`config.mk`:
```
export PLATFORM = sky130hd
export DESIGN_NAME = cio_port_bank
export DESIGN_NICKNAME = d
export VERILOG_FILES = /design/src/rtl/cio_pkg.sv /design/src/rtl/cio_port_bank.sv
export SDC_FILE = /design/constraint.sdc
export NUM_CORES = 1
export LEC_CHECK = 0
export BUFFER_PORTS_ARGS = -buffer_cell sky130_fd_sc_hd__buf_4
export CAP_MARGIN = 20
export CELL_PAD_IN_SITES_DETAIL_PLACEMENT = 0
export CELL_PAD_IN_SITES_GLOBAL_PLACEMENT = 1
export CORE_ASPECT_RATIO = 1.5
export CORE_UTILIZATION = 30
export CTS_CLUSTER_SIZE = 12
export DETAILED_ROUTE_END_ITERATION = 8
export PLACE_DENSITY_LB_ADDON = 0.1
export SLEW_MARGIN = 20
export SYNTH_ARGS = -nofsm -noshare
export SYNTH_HDL_FRONTEND = slang
export SYNTH_SLANG_ARGS = --single-unit
```
`constraint.sdc`:
```
create_clock -name clock_i -period 1.6 [get_ports clock_i]
set_input_delay 0.08 -clock clock_i [delete_from_list [all_inputs] [get_ports clock_i]]
set_output_delay 0.08 -clock clock_i [all_outputs]
set_load 0.05 [all_outputs]
```
`src/rtl/cio_pkg.sv`:
```
package cio_pkg;

    // ------------------------------------------------------------
    // register offsets within the io register space
    // ------------------------------------------------------------
    localparam logic [7:0] OFS_PIN_INPUT    = 8'h00; // port A base
    localparam logic [7:0] OFS_MODE_SELECT  = 8'h02;
    localparam logic [7:0] OFS_OUT_LATCH    = 8'h04;
    localparam logic [7:0] OFS_DIRECTION    = 8'h06;
    localparam logic [7:0] OFS_DRIVE_SELECT = 8'h08;
    localparam logic [7:0] OFS_IN_CELL      = 8'h0A;
    localparam logic [7:0] OFS_ENABLE_STAT  = 8'h0C;
    localparam logic [7:0] OFS_OUT_CELL     = 8'h20; // A=20,B=21
    localparam logic [7:0] OFS_CELL_MASK    = 8'h22; // A=22,B=23
    localparam logic [7:0] OFS_PERIPH_MODE  = 8'h2C;
    localparam logic [7:0] PORT_CD_STEP     = 8'h10; // C,D at +10,+11

    // ------------------------------------------------------------
    // fields and reset values
    // ------------------------------------------------------------
    localparam int         PERIPH_BIT       = 7;
    localparam logic [7:0] CFG_RESET        = 8'h00;
    localparam logic [7:0] PORT_D_MASK      = 8'h07;
    localparam logic [7:0] OPEN_DRAIN_AB    = 8'hF0;
    localparam logic [7:0] OPEN_DRAIN_C     = 8'hFF;

    typedef struct packed {
        logic [7:0] mode_select;
        logic [7:0] direction;
        logic [7:0] drive_select;
        logic [7:0] out_latch;
    } cio_port_s;

    typedef struct packed {
        cio_port_s [3:0] port;          // 0=A 1=B 2=C 3=D
        logic [1:0][7:0] out_cell;      // cell groups A/B
        logic [1:0][7:0] cell_mask;
        logic [2:0][7:0] in_cell;       // ports A,B,C
        logic [7:0]      periph_mode;
        logic [7:0]      rd_data;
        logic [3:0][7:0] pin_out;
        logic [3:0][7:0] pin_oe;
        logic [3:0][7:0] open_drain;
        logic [3:0][7:0] fast_slew;
    } cio_state_s;

endpackage : cio_pkg

```
`src/rtl/cio_port_bank.sv`:
```
`timescale 1ns/1ps
module cio_port_bank #(
    parameter int W = 8                       // pins per full port
) (
    input  wire logic             clock_i,          // 200 MHz clock
    input  wire logic             sys_rst_i,        // sync reset, high
    input  wire logic [7:0]       host_addr_i,      // register offset
    input  wire logic             host_cs_i,        // io space select
    input  wire logic             host_wr_i,        // write strobe
    input  wire logic             host_rd_i,        // read strobe
    input  wire logic [7:0]       host_wdata_i,     // write data
    output logic [7:0]            host_rdata_o,     // read data
    input  wire logic             host_address_latch_strobe_i, // ale
    input  wire logic [7:0]       host_addr_low_i,  // latched A7-A0
    input  wire logic             nonmux_bus_i,     // non-mux host
    input  wire logic             data_port_i,      // port A data bus
    input  wire logic [7:0]       host_data_out_i,  // host data bus
    input  wire logic             host_data_oe_i,   // host drives data
    input  wire logic             peripheral_select_zero_i, // sel 0
    input  wire logic             peripheral_select_one_i,  // sel 1
    input  wire logic             jtag_enable_i,    // port C to jtag
    input  wire logic [7:0]       jtag_out_i,       // jtag pin values
    input  wire logic [7:0]       jtag_oe_i,        // jtag pin enables
    input  wire logic [3:0][7:0]  array_oe_i,       // enable terms
    input  wire logic [1:0][7:0]  array_cell_d_i,   // array cell next
    input  wire logic [2:0][7:0]  in_cell_latch_i,  // 1 = ale capture
    input  wire logic [3:0][7:0]  pin_in_i,         // pin levels
    output logic [3:0][7:0]       pin_out_o,        // pin drive value
    output logic [3:0][7:0]       pin_oe_o,         // pin enables
    output logic [3:0][7:0]       open_drain_o,     // open drain select
    output logic [3:0][7:0]       fast_slew_o,      // fast slew select
    output logic [1:0][7:0]       out_cell_o,       // output cells
    output logic [2:0][7:0]       in_cell_o         // to input bus
);

    // ------------------------------------------------------------
    // register map, offsets within the io register space
    // ------------------------------------------------------------
    // pin input      00 01 10 11   live pin level, read only
    // mode select    02 03         ports A and B only
    // output latch   04 05 14 15   data driven when enabled
    // direction      06 07 16 17   1 drives the pin
    // drive select   08 09 18 19   open drain or slew per bit
    // input cells    0A 0B 1A      capture or follow per bit
    // enable status  0C 0D 1C      registered pin enables
    // output cells   20 21         masked host load
    // cell mask      22 23         1 blocks host load
    // peripheral     2C            bit 7 turns port A into buffer
    // every other offset reads 00 and swallows writes, so a host
    // probing the space never sees stale bus data
    // ports C and D sit at offset plus 10 hex, with no mode
    // register; their mode offsets read zero
    //
    // timing: a write lands on the taking edge; pins follow one
    // cycle later because the driver values are registered too.
    // read data stands for exactly one cycle after the read edge
    // and returns to zero, which keeps the bus quiet when idle.
    //
    // override order on port A: data bus, then peripheral buffer,
    // then ordinary io. port C may be lent to the programming port
    // at any time; its own configuration is kept and returns as
    // soon as the programming port lets go.
    //
    // pin arrays are indexed 0 to 3 for ports A to D; port D has
    // three pins, so bits 7 to 3 of its entries stay zero
    //
    // the enable status byte shows what the pins really do, so
    // it reports the data bus, buffer and programming overrides
    // as well as the direction register
    //
    // limitation: the input cell capture is a clocked sample of a
    // level strobe, not a true latch; a strobe shorter than one
    // clock cycle may be missed

    // ------------------------------------------------------------
    // decode helpers
    // ------------------------------------------------------------
    // port index of an offset pair; C and D sit one step up
    // bit 0 picks the odd port of a pair, bit 4 the upper pair,
    // so the two bits together number the ports A to D
    function automatic logic [1:0] port_of(input logic [7:0] a);
        logic [1:0] p;
        p = {a[4], a[0]};
        return p;
    endfunction : port_of

    // base offset with port bits stripped
    // stripping bits 4 and 0 leaves one offset per register
    // kind, so one case decode serves all four ports
    function automatic logic [7:0] base_of(input logic [7:0] a);
        logic [7:0] b;
        b = a & ~(cio_pkg::PORT_CD_STEP | 8'h01);
        return b;
    endfunction : base_of

    // mask of real bits in a port, D has three pins
    // used on writes and drivers alike, so an absent pin can
    // never be driven by a stale bit
    function automatic logic [7:0] pin_mask(input logic [1:0] p);
        logic [7:0] m;
        m = (p == 2'd3) ? cio_pkg::PORT_D_MASK : 8'hFF;
        return m;
    endfunction : pin_mask

    // all state sits in one struct: one comb copy, one register,
    // so reset clears every flop in a single assignment and no
    // field can be forgotten

    cio_pkg::cio_state_s state_reg;
    cio_pkg::cio_state_s state_next;

    // decoded access: which port and which register kind
    logic [1:0] acc_port;
    logic [7:0] acc_base;
    logic       wr_hit;
    logic       rd_hit;

    // ------------------------------------------------------------
    // access decode
    // ------------------------------------------------------------
    // strobes are levels: each cycle with select and write high
    // is one more write, so a host must drop them between cycles
    assign acc_port = port_of(host_addr_i);
    assign acc_base = base_of(host_addr_i);
    assign wr_hit   = host_cs_i & host_wr_i;
    assign rd_hit   = host_cs_i & host_rd_i;
    // a read and a write in one cycle are both taken; the read
    // returns the value from before the write

    // ------------------------------------------------------------
    // next state
    // ------------------------------------------------------------
    always_comb
    begin
        logic [7:0] addr_pins;
        logic [7:0] dir_any;
        logic [7:0] drv;
        logic       psel;
        state_next = state_reg;
        addr_pins  = 8'h00;
        dir_any    = 8'h00;
        drv        = 8'h00;
        // either select opens the peripheral buffer
        psel       = peripheral_select_zero_i | peripheral_select_one_i;

        // register writes; masked so absent bits stay zero
        // port D keeps only three flops per register, and the mode
        // and mask writes are dropped for ports without them
        if (wr_hit)
        begin
            case (acc_base)
                cio_pkg::OFS_MODE_SELECT:
                    if (acc_port < 2'd2)
                        state_next.port[acc_port].mode_select =
                            host_wdata_i;
                cio_pkg::OFS_DIRECTION:
                    state_next.port[acc_port].direction =
                        host_wdata_i & pin_mask(acc_port);
                cio_pkg::OFS_DRIVE_SELECT:
                    state_next.port[acc_port].drive_select =
                        host_wdata_i & pin_mask(acc_port);
                cio_pkg::OFS_OUT_LATCH:
                    state_next.port[acc_port].out_latch =
                        host_wdata_i & pin_mask(acc_port);
                cio_pkg::OFS_CELL_MASK:
                    if (acc_port < 2'd2)
                        state_next.cell_mask[acc_port[0]] =
                            host_wdata_i;
                cio_pkg::OFS_PERIPH_MODE:
                    if (acc_port == 2'd0)
                        state_next.periph_mode = host_wdata_i;
                default: ;
            endcase
        end

        // output cells: array runs them, host loads unmasked bits
        // a host load wins over the array for one cycle only; the
        // array takes the cell back on the next edge
        for (int g = 0; g < 2; g++)
        begin
            state_next.out_cell[g] = array_cell_d_i[g];
            if (wr_hit && acc_base == cio_pkg::OFS_OUT_CELL
                && acc_port == 2'(g))
                state_next.out_cell[g] =
                    (host_wdata_i & ~state_reg.cell_mask[g])
                  | (array_cell_d_i[g] & state_reg.cell_mask[g]);
        end

        // input cells latch pins on the strobe, else transparent
        // the strobe is a level, so a long strobe keeps the cells
        // open; the value of its last high edge is kept
        for (int c = 0; c < 3; c++)
            for (int b = 0; b < W; b++)
                if (!in_cell_latch_i[c][b] || host_address_latch_strobe_i)
                    state_next.in_cell[c][b] = pin_in_i[c][b];

        // pin drivers per port
        // direction and enable term are ored, so the host cannot
        // turn off a pin that the array drives; open drain and
        // slew bits act only where the pin can use them
        for (int p = 0; p < 4; p++)
        begin
            // port D has no enable term; A-C or it in
            dir_any = state_reg.port[p].direction
                    | ((p < 3) ? array_oe_i[p] : 8'h00);
            dir_any = dir_any & pin_mask(2'(p));
            // latched address: 8-bit mux uses A and B, non-mux only B
            // pins in io mode keep the output latch value instead
            addr_pins = ((p == 1) || (p == 0 && !nonmux_bus_i))
                      ? host_addr_low_i : 8'h00;
            for (int b = 0; b < W; b++)
                state_next.pin_out[p][b] =
                    (state_reg.port[p].mode_select[b] && p < 2)
                    ? addr_pins[b]
                    : state_reg.port[p].out_latch[b];
            state_next.pin_oe[p] = dir_any;
            drv = state_reg.port[p].drive_select & pin_mask(2'(p));
            state_next.open_drain[p] = drv
                & ((p == 2) ? cio_pkg::OPEN_DRAIN_C
                  : (p < 2) ? cio_pkg::OPEN_DRAIN_AB
                  : 8'h00);
            state_next.fast_slew[p] = drv
                & ((p == 2) ? 8'h00
                  : (p < 2) ? ~cio_pkg::OPEN_DRAIN_AB
                  : cio_pkg::PORT_D_MASK);
        end

        // port A taken over by host data bus
        // the data bus wins over the peripheral buffer; both leave
        // the port registers untouched for when the mode ends
        if (data_port_i)
        begin
            state_next.pin_out[0] = host_data_out_i;
            state_next.pin_oe[0]  = {8{host_data_oe_i}};
        end
        else if (state_reg.periph_mode[cio_pkg::PERIPH_BIT])
        begin
            state_next.pin_out[0] = host_data_out_i;
            state_next.pin_oe[0]  = {8{psel & host_data_oe_i}};
        end

        // programming port borrows all of port C while enabled
        // open drain is dropped so the programming signals see a
        // full push-pull driver while they own the pins
        if (jtag_enable_i)
        begin
            state_next.pin_out[2] = jtag_out_i;
            state_next.pin_oe[2]  = jtag_oe_i;
            state_next.open_drain[2] = 8'h00;
        end

        // read mux, registered one cycle behind the strobe
        // idle cycles return zero, so a bus that ors several
        // sources never sees stale data from this block
        // enable status and input cell reads stop at port C, output cell and mask reads at B
        state_next.rd_data = 8'h00;
        if (rd_hit)
        begin
            case (acc_base)
                cio_pkg::OFS_PIN_INPUT:
                    state_next.rd_data = pin_in_i[acc_port]
                        & pin_mask(acc_port);
                cio_pkg::OFS_MODE_SELECT:
                    state_next.rd_data = (acc_port < 2'd2)
                        ? state_reg.port[acc_port].mode_select : 8'h00;
                cio_pkg::OFS_DIRECTION:
                    state_next.rd_data = state_reg.port[acc_port].direction;
                cio_pkg::OFS_DRIVE_SELECT:
                    state_next.rd_data =
                        state_reg.port[acc_port].drive_select;
                cio_pkg::OFS_OUT_LATCH:
                    state_next.rd_data =
                        state_reg.port[acc_port].out_latch;
                cio_pkg::OFS_IN_CELL:
                    state_next.rd_data = (acc_port < 2'd3)
                        ? state_reg.in_cell[acc_port] : 8'h00;
                cio_pkg::OFS_ENABLE_STAT:
                    state_next.rd_data = (acc_port < 2'd3)
                        ? state_reg.pin_oe[acc_port] : 8'h00;
                cio_pkg::OFS_OUT_CELL:
                    state_next.rd_data = (acc_port < 2'd2)
                        ? state_reg.out_cell[acc_port[0]] : 8'h00;
                cio_pkg::OFS_CELL_MASK:
                    state_next.rd_data = (acc_port < 2'd2)
                        ? state_reg.cell_mask[acc_port[0]] : 8'h00;
                cio_pkg::OFS_PERIPH_MODE:
                    state_next.rd_data = (acc_port == 2'd0)
                        ? state_reg.periph_mode : 8'h00;
                default:
                    state_next.rd_data = 8'h00;
            endcase
        end
    end

    // ------------------------------------------------------------
    // state register
    // ------------------------------------------------------------
    // synchronous reset only; every flop, outputs included,
    // reads zero from the first edge with reset high
    always_ff @(posedge clock_i)
    begin
        if (sys_rst_i)
            state_reg <= '0;
        else
            state_reg <= state_next;
    end

    // outputs straight from flops
    // no gate sits between a flop and a pin, so pin timing is
    // set by the clock alone
    assign host_rdata_o = state_reg.rd_data;
    assign pin_out_o    = state_reg.pin_out;
    assign pin_oe_o     = state_reg.pin_oe;
    assign open_drain_o = state_reg.open_drain;
    assign fast_slew_o  = state_reg.fast_slew;
    assign out_cell_o   = state_reg.out_cell;
    assign in_cell_o    = state_reg.in_cell;

endmodule : cio_port_bank

```
Yosys cells after proc, flatten, opt, wreduce, memory -nomap -nowiden. Cells that the tools add are included.

Bits in registers: 328.

Equal/unequal tests: 12. Order comparisons: 6. Bitwise logic cells: 18. Muxes and demuxes: 62. Reduce and logical (&&, ||, !) cells: 61.

Operators with widths (count): $bwmux W128 (4); $pmux W128 S4 (1); $demux W32 S2 (4); $mux W8 (25); $mux W128 (1); $pmux W8 S10 (1); $bmux W32 S2 (1); $mux W32 (2); $and A8 B8 Y8 (6); $bmux W8 S2 (3); $or A8 B8 Y8 (5); $logic_not A1 Y1 (24); $logic_or A1 B1 Y1 (24); $mux W24 (1); $eq A6 B3 Y1 const B (3); $eq A6 B4 Y1 const B (3); $bwmux W16 (1); $mux W1 (16); $mux W16 (1); $not A8 Y8 (2); $eq A6 B2 Y1 const B (2); $reduce_and A3 Y1 (3); $demux W8 S1 (1); $logic_not A8 Y1 (1); other kinds (16) (24).

Depth between registers and ports, before layout. Gate-level depths: netlist of run 1.

Depth in word-level cells: 7. Depth in mapped cells: 9. Mapped depth without buffers: 5.

Least setup slack after synthesis of run 1. OpenSTA, ideal clock, no wires.

Path kind: input -> register. From: input port host_addr_i[4]. To: register state_reg, in the netlist host_rdata_o[1]. Required time: 1.475 ns. Stages: 7. Buffers on the path: 3. Path slack: -0.012 ns. Library setup time: 0.125 ns. Arrival time: 1.487 ns. Cells stage by stage: buf_2 > buf_4 > buf_2 > mux4_2 > a22o_1 > a211oi_1 > a21oi_1.

Cells in the longest elaborated chain, start to end: 4. Elaborated cells on any way between the ends: 19. Classes of those cells: order compare (2); mux (15); bitwise (1); reduce/logical (1).

Ends and longest elaborated chain: from (decl) (line cio_port_bank.sv:7) `input wire logic [7:0] host_addr_i,`; $bmux W8 S2, or another cell as far along (line cio_port_bank.sv:279) `? state_reg.pin_oe[acc_port] : 8'h00;`; $mux W8 (not written as such), or another cell as far along (line cio_port_bank.sv:279); $mux W8, or another cell as far along (line cio_port_bank.sv:279); $pmux W8 S10 (*) (line cio_port_bank.sv:259) `case (acc_base)`; to (signal assigned) (line cio_port_bank.sv:305) `state_reg <= state_next;`; to (decl) (line cio_port_bank.sv:109) `cio_pkg::cio_state_s state_reg;`.

Every way passes the cells marked *; elsewhere a longest branch is shown, timed or not. The select of a mux whose other input is x is not followed. A chain may end at the register's enable or synchronous reset.

Worst setup path after layout of run 1.
From: register state_reg, in the netlist state_next[47]. To: register state_reg, in the netlist host_rdata_o[7].

Cells in the longest elaborated chain, start to end: 3.

Ends and longest elaborated chain: $bmux W32 S2 (line cio_port_bank.sv:270) `state_reg.port[acc_port].drive_select;`; $mux W32; $pmux W8 S10 (line cio_port_bank.sv:259).

No other way between the ends. The select of a mux whose other input is x is not followed.

==> results.txt, run 1 <==
Final Cell Area -> 17,500 um2
Core Area -> 41,900 um2
EDFF count, synth -> 0
Fraction of the cycle the final worst path needs -> 104%
F_max -> 0.599 GHz
CP peak stage delay -> 520 ps
Via-to-Cell Ratio -> 4.65
# fillers -> 4,287
Worst-Margin Slew -> 551 ps
Final ANT Viol Nets -> 0
Largest net degree at the start of global routing -> 55
1st-iter DRT viols -> 572
Max-cap violations -> 0
Synth Register Bits -> 270
Cells after Synth -> 1,385
Hold_sp -> jtag_enable_i
VDD IR max -> 643 uV
Fin nets -> 1,901
Reg-to-Reg Start -> state_next[47]
Number of global-route vias before repair -> 11,100
Fin Clk Skew -> 19.8 ps
WL per Instance -> 20.6 um
Core Util, Final -> 41.7%
Total CTS buffers -> 29
Ys Warns -> 0
1st-pass router iterations -> 5
Violations in the final reports -> negative setup slack
GRT Util Overall -> 22.0%
Clk sinks -> 270
Hold Vio Cnt, Final -> 0
Setup WS post-layout -> -70.4 ps
Crit Path Max Fanout -> 2
Clk_lat worst skew -> 570 ps
Sequential fraction of the synthesis area -> 42.5%
H-tree level count -> 1
Top cell type's share of synthesized area -> 42.5%
Die W -> 170 um
Synthesized cell area -> 12,700 um2
Crit path cell chain -> mux4_2 -> a222oi_1 -> a31oi_1
Required @ worst endpoint -> 2010 ps
Initial antenna violation count -> 0
GR Overflow Total -> 0
Worst Setup SP -> state_next[47]
Final setup violation count -> 1
Chip height -> 254 um
PwrDens -> 906 nW/um2
CTS root buffer -> clkbuf_16
Placement Rows -> 92
Top post-synthesis cells by area -> dfxtp_1, mux2i_1, buf_4
Synth unique cells -> 50
Post-Syn Area per Cell -> 9.19 um2
Diodes inserted -> 0
Total number of vias -> 10,800
Final WL -> 47.7 mm
Status -> complete, but fails checks
Number of remaining DRC errors -> 0
GPL Wtd Cong -> 0.829
Layout Area Growth over Synthesis -> 37.3%
Crit path DAT -> 2080 ps
Post-synth top area cell -> dfxtp_1
Leak pwr -> 7.56 nW
DPL Wire Length -> 35.4 mm
Layout cell share with drive strength beyond 1 -> 28.8%
Headroom to the max-slew limit -> 63.3%
Minimum clock period -> 1670 ps
Class of the worst hold path -> primary input to flop
Starting density of the core -> 30.4%
Critical path capture point type -> flop
CTS tree -> yes
Startpoint Class -> flop
IO buf count -> 284
Post-DP Area -> 15,200 um2
Die Area -> 43,300 um2
Clock buffer depth -> 3
Crit Path Class -> flop to flop
I/O pins -> 340
Max Slew Vio Count -> 0
RSZ-0062 raised after global routing -> true
Worst-path clk slew -> 60 ps
First-pass GRT wire length -> 70.7 mm
Critical Path Slowest Stage Cell -> a222oi_1
Min Hold Slack -> 37.4 ps
Largest register FFs -> 106
Most used DFF post-synth -> dfxtp_1
Synth async-reset ratio -> 0%
==> report_power, final <==
group / switching (mW) / internal [mW]
logic: 1.43 / 0.976
registers: 0.0788 / 6.84
clock network: 2.78 / 3.71
==> worst paths after layout <==
path	endpoint	slack [ps]	depth (start not counted)
worst max register to register	host_rdata_o[7]	-70	3
worst min register to register	state_reg[308]	460	1
worst min-delay path	pin_out_o[16]	40	3
worst max-delay path	host_rdata_o[7]	-70	3
==> cells in the mapped netlist (3+ instances only) <==
cell type  count
a221oi_1       3
a22o_1        19
nand2_1       96
o22ai_1        7
and2_1        27
a32oi_1        4
a311oi_1       7
nand3_1       47
a31oi_1        8
buf_4        182
nor3_1         3
o221ai_1       3
buf_2         22
o21ai_0       45
dfxtp_1      270
clkbuf_1      65
nor2_1       178
nand4_1        7
a22oi_1        6
mux4_2        27
nor2b_1       33
o2bb2ai_1     17
nand2b_1      32
and4_1         3
nand3b_1       7
mux2i_1      142
a21oi_1       94
==> routing by layer <==
metal  vias to the layer above  track usage (%)  share of wire, %
met5                         -                0                 0
met4                         0             7.41               3.1
met3                        63             2.51               4.2
met2                       313             41.2                52
met1                      5144             25.7                40
li1                       5250                -                 -
==> through the flow <==
step,instances,TNS [ps],setup slack [ps],power [mW]
after floorplan,1426,0,27.7,8.50
after global placement,2132,-8500,-412,9.20
after detailed placement,2132,-10080,-402,9.20
after CTS,2315,-121,-121,16.1
after global routing,2315,-91.9,-91.9,16.5
final,2315,-70.4,-70.4,15.8
==> layout make-up <==
cell class	count	area [um2]	share of cell area, %
clock buffers	40	827	4.73
multi-input cells	883	5780	33.1
inverters	2	7.51	0.0430
repair buffers	551	4690	26.8
flip-flops and latches	270	5410	31.0
well taps	564	706	4.04
clock inverters	5	53.8	0.308
==> placed cells by master, fill, tap and decap left out, types with 8 or more instances in the layout <==
master,synthesis,routed
conb_1,1,42
o21ai_0,45,45
nand2_1,96,96
nor2_1,178,176
and2_1,27,27
clkbuf_16,0,29
nand3_1,47,47
nand2b_1,32,32
a22o_1,19,19
dfxtp_1,270,266
mux2i_1,142,141
buf_12,0,16
dlygate4sd3_1,0,135
mux4_2,27,27
o2bb2ai_1,17,17
a21oi_1,94,94
buf_4,182,396
a31oi_1,8,8
nor2b_1,33,32
==> worst max-delay path: cells and delay by family (launching register included) <==
kind / cells / cell delay [ps]
muxes: 1 / 510
AOI/OAI and AO/OA: 2 / 690
DFF: 1 / 320
==> logic make-up (layout without fill, tap and decap cells) <==
| kind of cell | after synthesis | count (layout) | share of synthesized area [%] |
|---|---|---|---|
| and+or+nand+nor | 450 | 450 | 17.1 |
| AOI/OAI and AO/OA | 221 | 221 | 10.7 |
| buffers and inverters | 273 | 598 | 13.6 |
| muxes | 169 | 169 | 15.9 |
| DFF | 270 | 270 | 42.5 |
| other | 1 | 42 | 0.0295 |
| xor gates and xnor gates | 1 | 1 | 0.0688 |
==> timing repair <==
action | in CTS | in global routing
pin swaps | 2 | 3
resized for setup | 4 | 8
setup buffers | 2 | 1
hold buffers | 136 | 0
setup endpoints to repair | 2 | 6
hold endpoints to repair | 209 | 0
No activity file was read; power rests on OpenSTA's default activity.
==> inputs of run 2 (changes only) <==
--- a/config.mk
+++ b/config.mk
@@ -14,6 +14,7 @@
 export CTS_CLUSTER_SIZE = 12
 export DETAILED_ROUTE_END_ITERATION = 8
 export PLACE_DENSITY_LB_ADDON = 0.1
+export SKIP_LAST_GASP = 1
 export SLEW_MARGIN = 20
 export SYNTH_ARGS = -nofsm -noshare
 export SYNTH_HDL_FRONTEND = slang
==> run 2 against run 1 <==
Compared with the run above:
- the flow still finishes with violations (negative setup slack)
- final cell count unchanged
- register-to-register slack about the same
- non-clock buffer count is the same
- fmax unchanged
- via count is the same
- combinational power hardly changed
- clock power about the same
- largest cell class unchanged
==> results.txt, run 2 (synthesis results as in run 1) <==
Clock buffer depth -> 3 (unchanged)
Diodes inserted -> 0 (unchanged)
Chip height -> 254 um (unchanged)
Initial antenna violation count -> 0 (unchanged)
Total number of vias -> 10,800 (unchanged)
Largest register FFs -> 106 (unchanged)
Pwr Total -> 15.8 mW (about the same)
F_max -> 0.599 GHz (unchanged)
DPL Wire Length -> 35.4 mm (unchanged)
Commonest non-fill, non-tap cells in the layout -> buf_4, dfxtp_1, nor2_1 (unchanged)
Status -> complete, but fails checks (unchanged)
Final ANT Viol Nets -> 0 (unchanged)
Crit path max-delay family -> compound AO/OA/AOI/OAI gates (unchanged)
Number of remaining DRC errors -> 0 (unchanged)
Layout cell share with drive strength beyond 1 -> 28.8% (unchanged)
VDD IR max -> 643 uV (unchanged)
Clk_lat worst skew -> 570 ps (about the same)
Die W -> 170 um (unchanged)
Fin nets -> 1,901 (unchanged)
Final WL -> 47.7 mm (unchanged)
Startpoint Class -> flop (unchanged)
CP peak stage delay -> 520 ps (about the same)
Starting density of the core -> 30.4% (unchanged)
Critical path capture point type -> flop (unchanged)
Class of the worst hold path -> primary input to flop (unchanged)
Worst Setup SP -> state_next[47] (unchanged)
Crit path cell chain -> mux4_2 -> a222oi_1 -> a31oi_1 (unchanged)
Violations in the final reports -> negative setup slack (unchanged)
Commonest non-fill, non-tap cell in the layout -> buf_4 (unchanged)
Layout Area Growth over Synthesis -> 37.3% (about the same)
1st-iter DRT viols -> 572 (unchanged)
Fin Clk Skew -> 19.8 ps (unchanged)
Worst-path clk slew -> 60 ps (about the same)
Placement Rows -> 92 (unchanged)
Critical Path Slowest Stage Cell -> a222oi_1 (unchanged)
Final setup violation count -> 1 (unchanged)
Minimum clock period -> 1670 ps (unchanged)
Hold_sp -> jtag_enable_i (unchanged)
Crit path DAT -> 2080 ps (about the same)
GR Overflow Total -> 0 (unchanged)
IO buf count -> 284 (unchanged)
1st-pass router iterations -> 5 (unchanged)
Worst-Margin Slew -> 551 ps (unchanged)
Core Area -> 41,900 um2 (unchanged)
Via-to-Cell Ratio -> 4.65 (unchanged)
CTS root buffer -> clkbuf_16 (unchanged)
PwrDens -> 906 nW/um2 (about the same)
CTS tree -> yes (unchanged)
RSZ-0062 raised after global routing -> true (unchanged)
Leak pwr -> 7.55 nW (was 7.56 nW)
First-pass GRT wire length -> 70.7 mm (unchanged)
Headroom to the max-slew limit -> 63.3% (unchanged)
Crit path buf inv count -> 0 (unchanged)
Hold Vio Cnt, Final -> 0 (unchanged)
Max Slew Vio Count -> 0 (unchanged)
Largest net degree at the start of global routing -> 55 (unchanged)
Max-cap violations -> 0 (unchanged)
Fraction of the cycle the final worst path needs -> 104% (unchanged)
Core Util, Final -> 41.7% (about the same)
I/O pins -> 340 (unchanged)
Reg-to-Reg Start -> state_next[47] (unchanged)
GPL Wtd Cong -> 0.829 (unchanged)
Number of global-route vias before repair -> 11,100 (unchanged)
WL per Instance -> 20.6 um (unchanged)
Clk sinks -> 270 (unchanged)
Min Hold Slack -> 37.4 ps (unchanged)
Required @ worst endpoint -> 2010 ps (about the same)
H-tree level count -> 1 (unchanged)
Setup WS post-layout -> -70.4 ps (unchanged)
Crit Path Max Fanout -> 2 (unchanged)
Crit Path Class -> flop to flop (unchanged)
GRT Util Overall -> 22.0% (unchanged)
Die Area -> 43,300 um2 (unchanged)
Total CTS buffers -> 29 (unchanged)
-- run 2: changes by cell type in the layout (fill, tap and decap cells not counted) --
cell,previous run,this run
dlymetal6s4s_1,1,0
dlygate4sd3_1,135,136
-- run 2: worst paths after layout --
check / endpoint / cells after the start / slack [ps]
min: pin_out_o[16] / 3 / 40
min reg2reg: state_reg[308] / 1 / 460
max reg2reg: host_rdata_o[7] / 3 / -70
max: host_rdata_o[7] / 3 / -70
-- run 2: worst reg2reg max path, stage by stage, from the launching register on --
cell and delay (ps):
dfxtp_2 320, mux4_2 510, a222oi_1 520, a31oi_1 170
-- run 2: layer usage --
metal	GRT usage, %	vias to the layer above	part of all wire [%]
met5	0	-	0
met1	25.7	5144	40
met2	41.2	313	52
li1	-	5250	-
met3	2.51	63	4.2
met4	7.41	0	3.1
-- run 2: area by class of cell --
cell class | count | area (um2)
inverters | 2 | 7.51
repair buffers | 551 | 4690
well taps | 564 | 706
fillers | 4288 | 24400
flip-flops and latches | 270 | 5410
multi-input cells | 883 | 5780
clock inverters | 5 | 53.8
clock buffers | 40 | 827
-- run 2: metrics by stage --
step	area, um2	cells	setup TNS [ps]	worst slack (ps)
floorplan	12900	1426	0	27.7
global placement	15200	2132	-8500	-412
detailed placement	15200	2132	-10080	-402
CTS	17500	2315	-121	-121
global route	17500	2315	-115	-91.9
finish	17500	2315	-70.4	-70.4
-- run 2: what timing repair did --
| item | 4_1_cts | 5_1_grt |
|---|---|---|
| gates resized for setup | 4 | 7 |
| pin swaps | 2 | 3 |
| setup buffers | 2 | 1 |
| hold buffers | 136 | 0 |
| endpoints found under the hold margin | 209 | 0 |
| endpoints found under the setup margin | 2 | 6 |
-- run 2: power breakdown --
part,switching [mW],total [mW],internal (mW)
clock network,2.78,6.50,3.71
logic,1.43,2.41,0.976
registers,0.0788,6.92,6.84
==> inputs of run 3 (changes only) <==
--- a/config.mk
+++ b/config.mk
@@ -14,6 +14,7 @@
 export CTS_CLUSTER_SIZE = 12
 export DETAILED_ROUTE_END_ITERATION = 8
 export PLACE_DENSITY_LB_ADDON = 0.1
+export REMOVE_ABC_BUFFERS = 1
 export SKIP_LAST_GASP = 1
 export SLEW_MARGIN = 20
 export SYNTH_ARGS = -nofsm -noshare
==> run 3 against run 2 <==
Compared with the run above:
- via count up 1.9%
- count of clock-buffer cells in the layout up 2
- critical path type unchanged
- sequential power about the same
- worst hold slack gained 20 ps
- worst setup slack worse by 32 ps
- combinational power increased by 2%
- the flow still finishes with violations (negative setup slack)
==> results.txt, run 3 (synthesis results as in run 1) <==
Area of the multi-input gates -> 5780 um2 (about the same)
Final WL -> 47.3 mm (was 47.7 mm)
Clock buffer depth -> 3 (unchanged)
IO buf count -> 284 (unchanged)
Number of remaining DRC errors -> 0 (unchanged)
First-pass GRT wire length -> 69.2 mm (was 70.7 mm)
RSZ-0062 raised after global routing -> true (unchanged)
I/O pins -> 340 (unchanged)
Reg-to-Reg End -> host_rdata_o[7] (unchanged)
Initial antenna violation count -> 0 (unchanged)
Chip height -> 254 um (unchanged)
Core Util, Final -> 42.3% (was 41.7%)
Clk_lat worst skew -> 570 ps (about the same)
Placed insts -> 2,157 (was 2,132)
CP Capture Point -> host_rdata_o[7] (unchanged)
Die Area -> 43,300 um2 (unchanged)
Via-to-Cell Ratio -> 4.68 (was 4.65)
Core Area -> 41,900 um2 (unchanged)
GPL Wtd Cong -> 0.824 (was 0.829)
Post-Layout Cell Count -> 2,345 (was 2,315)
Clk sinks -> 270 (unchanged)
Max-cap violations -> 0 (unchanged)
Worst-path clk slew -> 60 ps (about the same)
Worst Setup SP -> state_next[39] (was state_next[47])
Number of global-route vias before repair -> 11,100 (about the same)
Commonest non-fill, non-tap cell in the layout -> buf_4 (unchanged)
Critical path capture point type -> flop (unchanged)
DPL Wire Length -> 34.7 mm (was 35.4 mm)
FF/Latch Area -> 5410 um2 (about the same)
1st-iter DRT viols -> 638 (was 572)
Status -> complete, but fails checks (unchanged)
R2R Setup Slk -> -100 ps (was -70 ps)
Fin nets -> 1,926 (was 1,901)
H-tree level count -> 1 (unchanged)
CTS tree -> yes (unchanged)
Leak pwr -> 7.71 nW (was 7.55 nW)
GRT Util Overall -> 21.6% (was 22.0%)
1st-pass router iterations -> 6 (was 5)
Starting density of the core -> 30.4% (unchanged)
GR Overflow Total -> 0 (unchanged)
Violations in the final reports -> negative setup slack (unchanged)
Die W -> 170 um (unchanged)
Crit path DAT -> 2140 ps (was 2080 ps)
Hold Vio Cnt, Final -> 0 (unchanged)
Crit Path Max Fanout -> 3 (was 2)
FF-to-FF path depth -> 4 (was 3)
Total number of vias -> 11,000 (was 10,800)
Fin Clk Skew -> 8.04 ps (was 19.8 ps)
CTS root buffer -> clkbuf_16 (unchanged)
WL per Instance -> 20.2 um (was 20.6 um)
Crit Path Class -> flop to flop (unchanged)
F_max -> 0.587 GHz (was 0.599 GHz)
Max Slew Vio Count -> 0 (unchanged)
VDD IR max -> 640 uV (was 643 uV)
Largest net degree at the start of global routing -> 43 (was 55)
Reg-to-Reg Start -> state_next[39] (was state_next[47])
Final setup violation count -> 1 (unchanged)
Required @ worst endpoint -> 2040 ps (was 2010 ps)
PwrDens -> 910 nW/um2 (was 906 nW/um2)
Layout Area Growth over Synthesis -> 39.2% (was 37.3%)
Setup WS post-layout -> -103 ps (was -70.4 ps)
Startpoint Class -> flop (unchanged)
Placement Rows -> 92 (unchanged)
# fillers -> 4,245 (was 4,288)
Diodes inserted -> 0 (unchanged)
Largest register FFs -> 106 (unchanged)
Fraction of the cycle the final worst path needs -> 106% (was 104%)
Layout cell share with drive strength beyond 1 -> 29.9% (was 28.8%)
Final ANT Viol Nets -> 0 (unchanged)
Pre-CTS setup slack -> -409 ps (was -402 ps)
Minimum clock period -> 1700 ps (was 1670 ps)
Commonest non-fill, non-tap cells in the layout -> buf_4, dfxtp_1, nor2_1 (unchanged)
Class of the worst hold path -> primary input to flop (unchanged)
Total CTS buffers -> 29 (unchanged)
## run 3: worst max-delay path, cell delays in order, from the launching register on
cell,delay [ps]
dfxtp_1,330
mux4_2,500
a222oi_1,470
buf_4,210
a31oi_1,60
## run 3: worst min-delay path by stage
stage,startpoint,end,slack [ps],cells past startpoint
2_1_floorplan,sys_rst_i,out_cell_o[10],150,1
3_3_place_gp,array_oe_i[13],pin_oe_o[13],290,3
3_5_place_dp,array_oe_i[14],pin_oe_o[14],290,3
4_1_cts,data_port_i,pin_oe_o[4],20,5
5_1_grt,data_port_i,pin_oe_o[5],50,5
6_report,data_port_i,pin_oe_o[4],60,5
## run 3: layout make-up
type / instances / share of cell area [%]
clock buffer: 42 / 4.71
clock inverter: 8 / 0.530
inverter: 2 / 0.0424
multi-input combinational: 883 / 32.6
sequential: 270 / 30.6
tap: 564 / 3.98
timing repair buffer: 576 / 27.6
## run 3: per-layer routing
layer / part of all wire [%] / track usage [%] / routed length, um
met4: 2.9 / 7.57 / 1370
met5: 0 / 0 / 0
met1: 40 / 24.8 / 19000
met2: 52 / 40.2 / 24600
met3: 5.1 / 3.12 / 2410
## run 3: power breakdown
part / internal (mW) / total, mW / switching, mW
Sequential: 6.84 / 6.92 / 0.0771
Clock: 3.91 / 6.76 / 2.85
Combinational: 1.01 / 2.45 / 1.45
## run 3: per-stage QoR
| stage | hold WS, ps | total power [mW] | area, um2 | TNS (ps) |
|---|---|---|---|---|
| 2_1_floorplan | 149 | 8.04 | 11200 | -91280 |
| 3_3_place_gp | 287 | 9.24 | 15400 | -10930 |
| 3_5_place_dp | 289 | 9.24 | 15400 | -13730 |
| 4_1_cts | 22.8 | 16.4 | 17700 | -104 |
| 5_1_grt | 45.7 | 16.7 | 17700 | -183 |
| 6_report | 56.9 | 16.1 | 17700 | -103 |
## run 3: what timing repair did
item,4_1_cts,5_1_grt
endpoints found under the setup margin,3,4
pin swaps,2,2
hold buffers,138,0
resized for setup,4,7
hold endpoints to repair,204,0
setup buffers,0,0
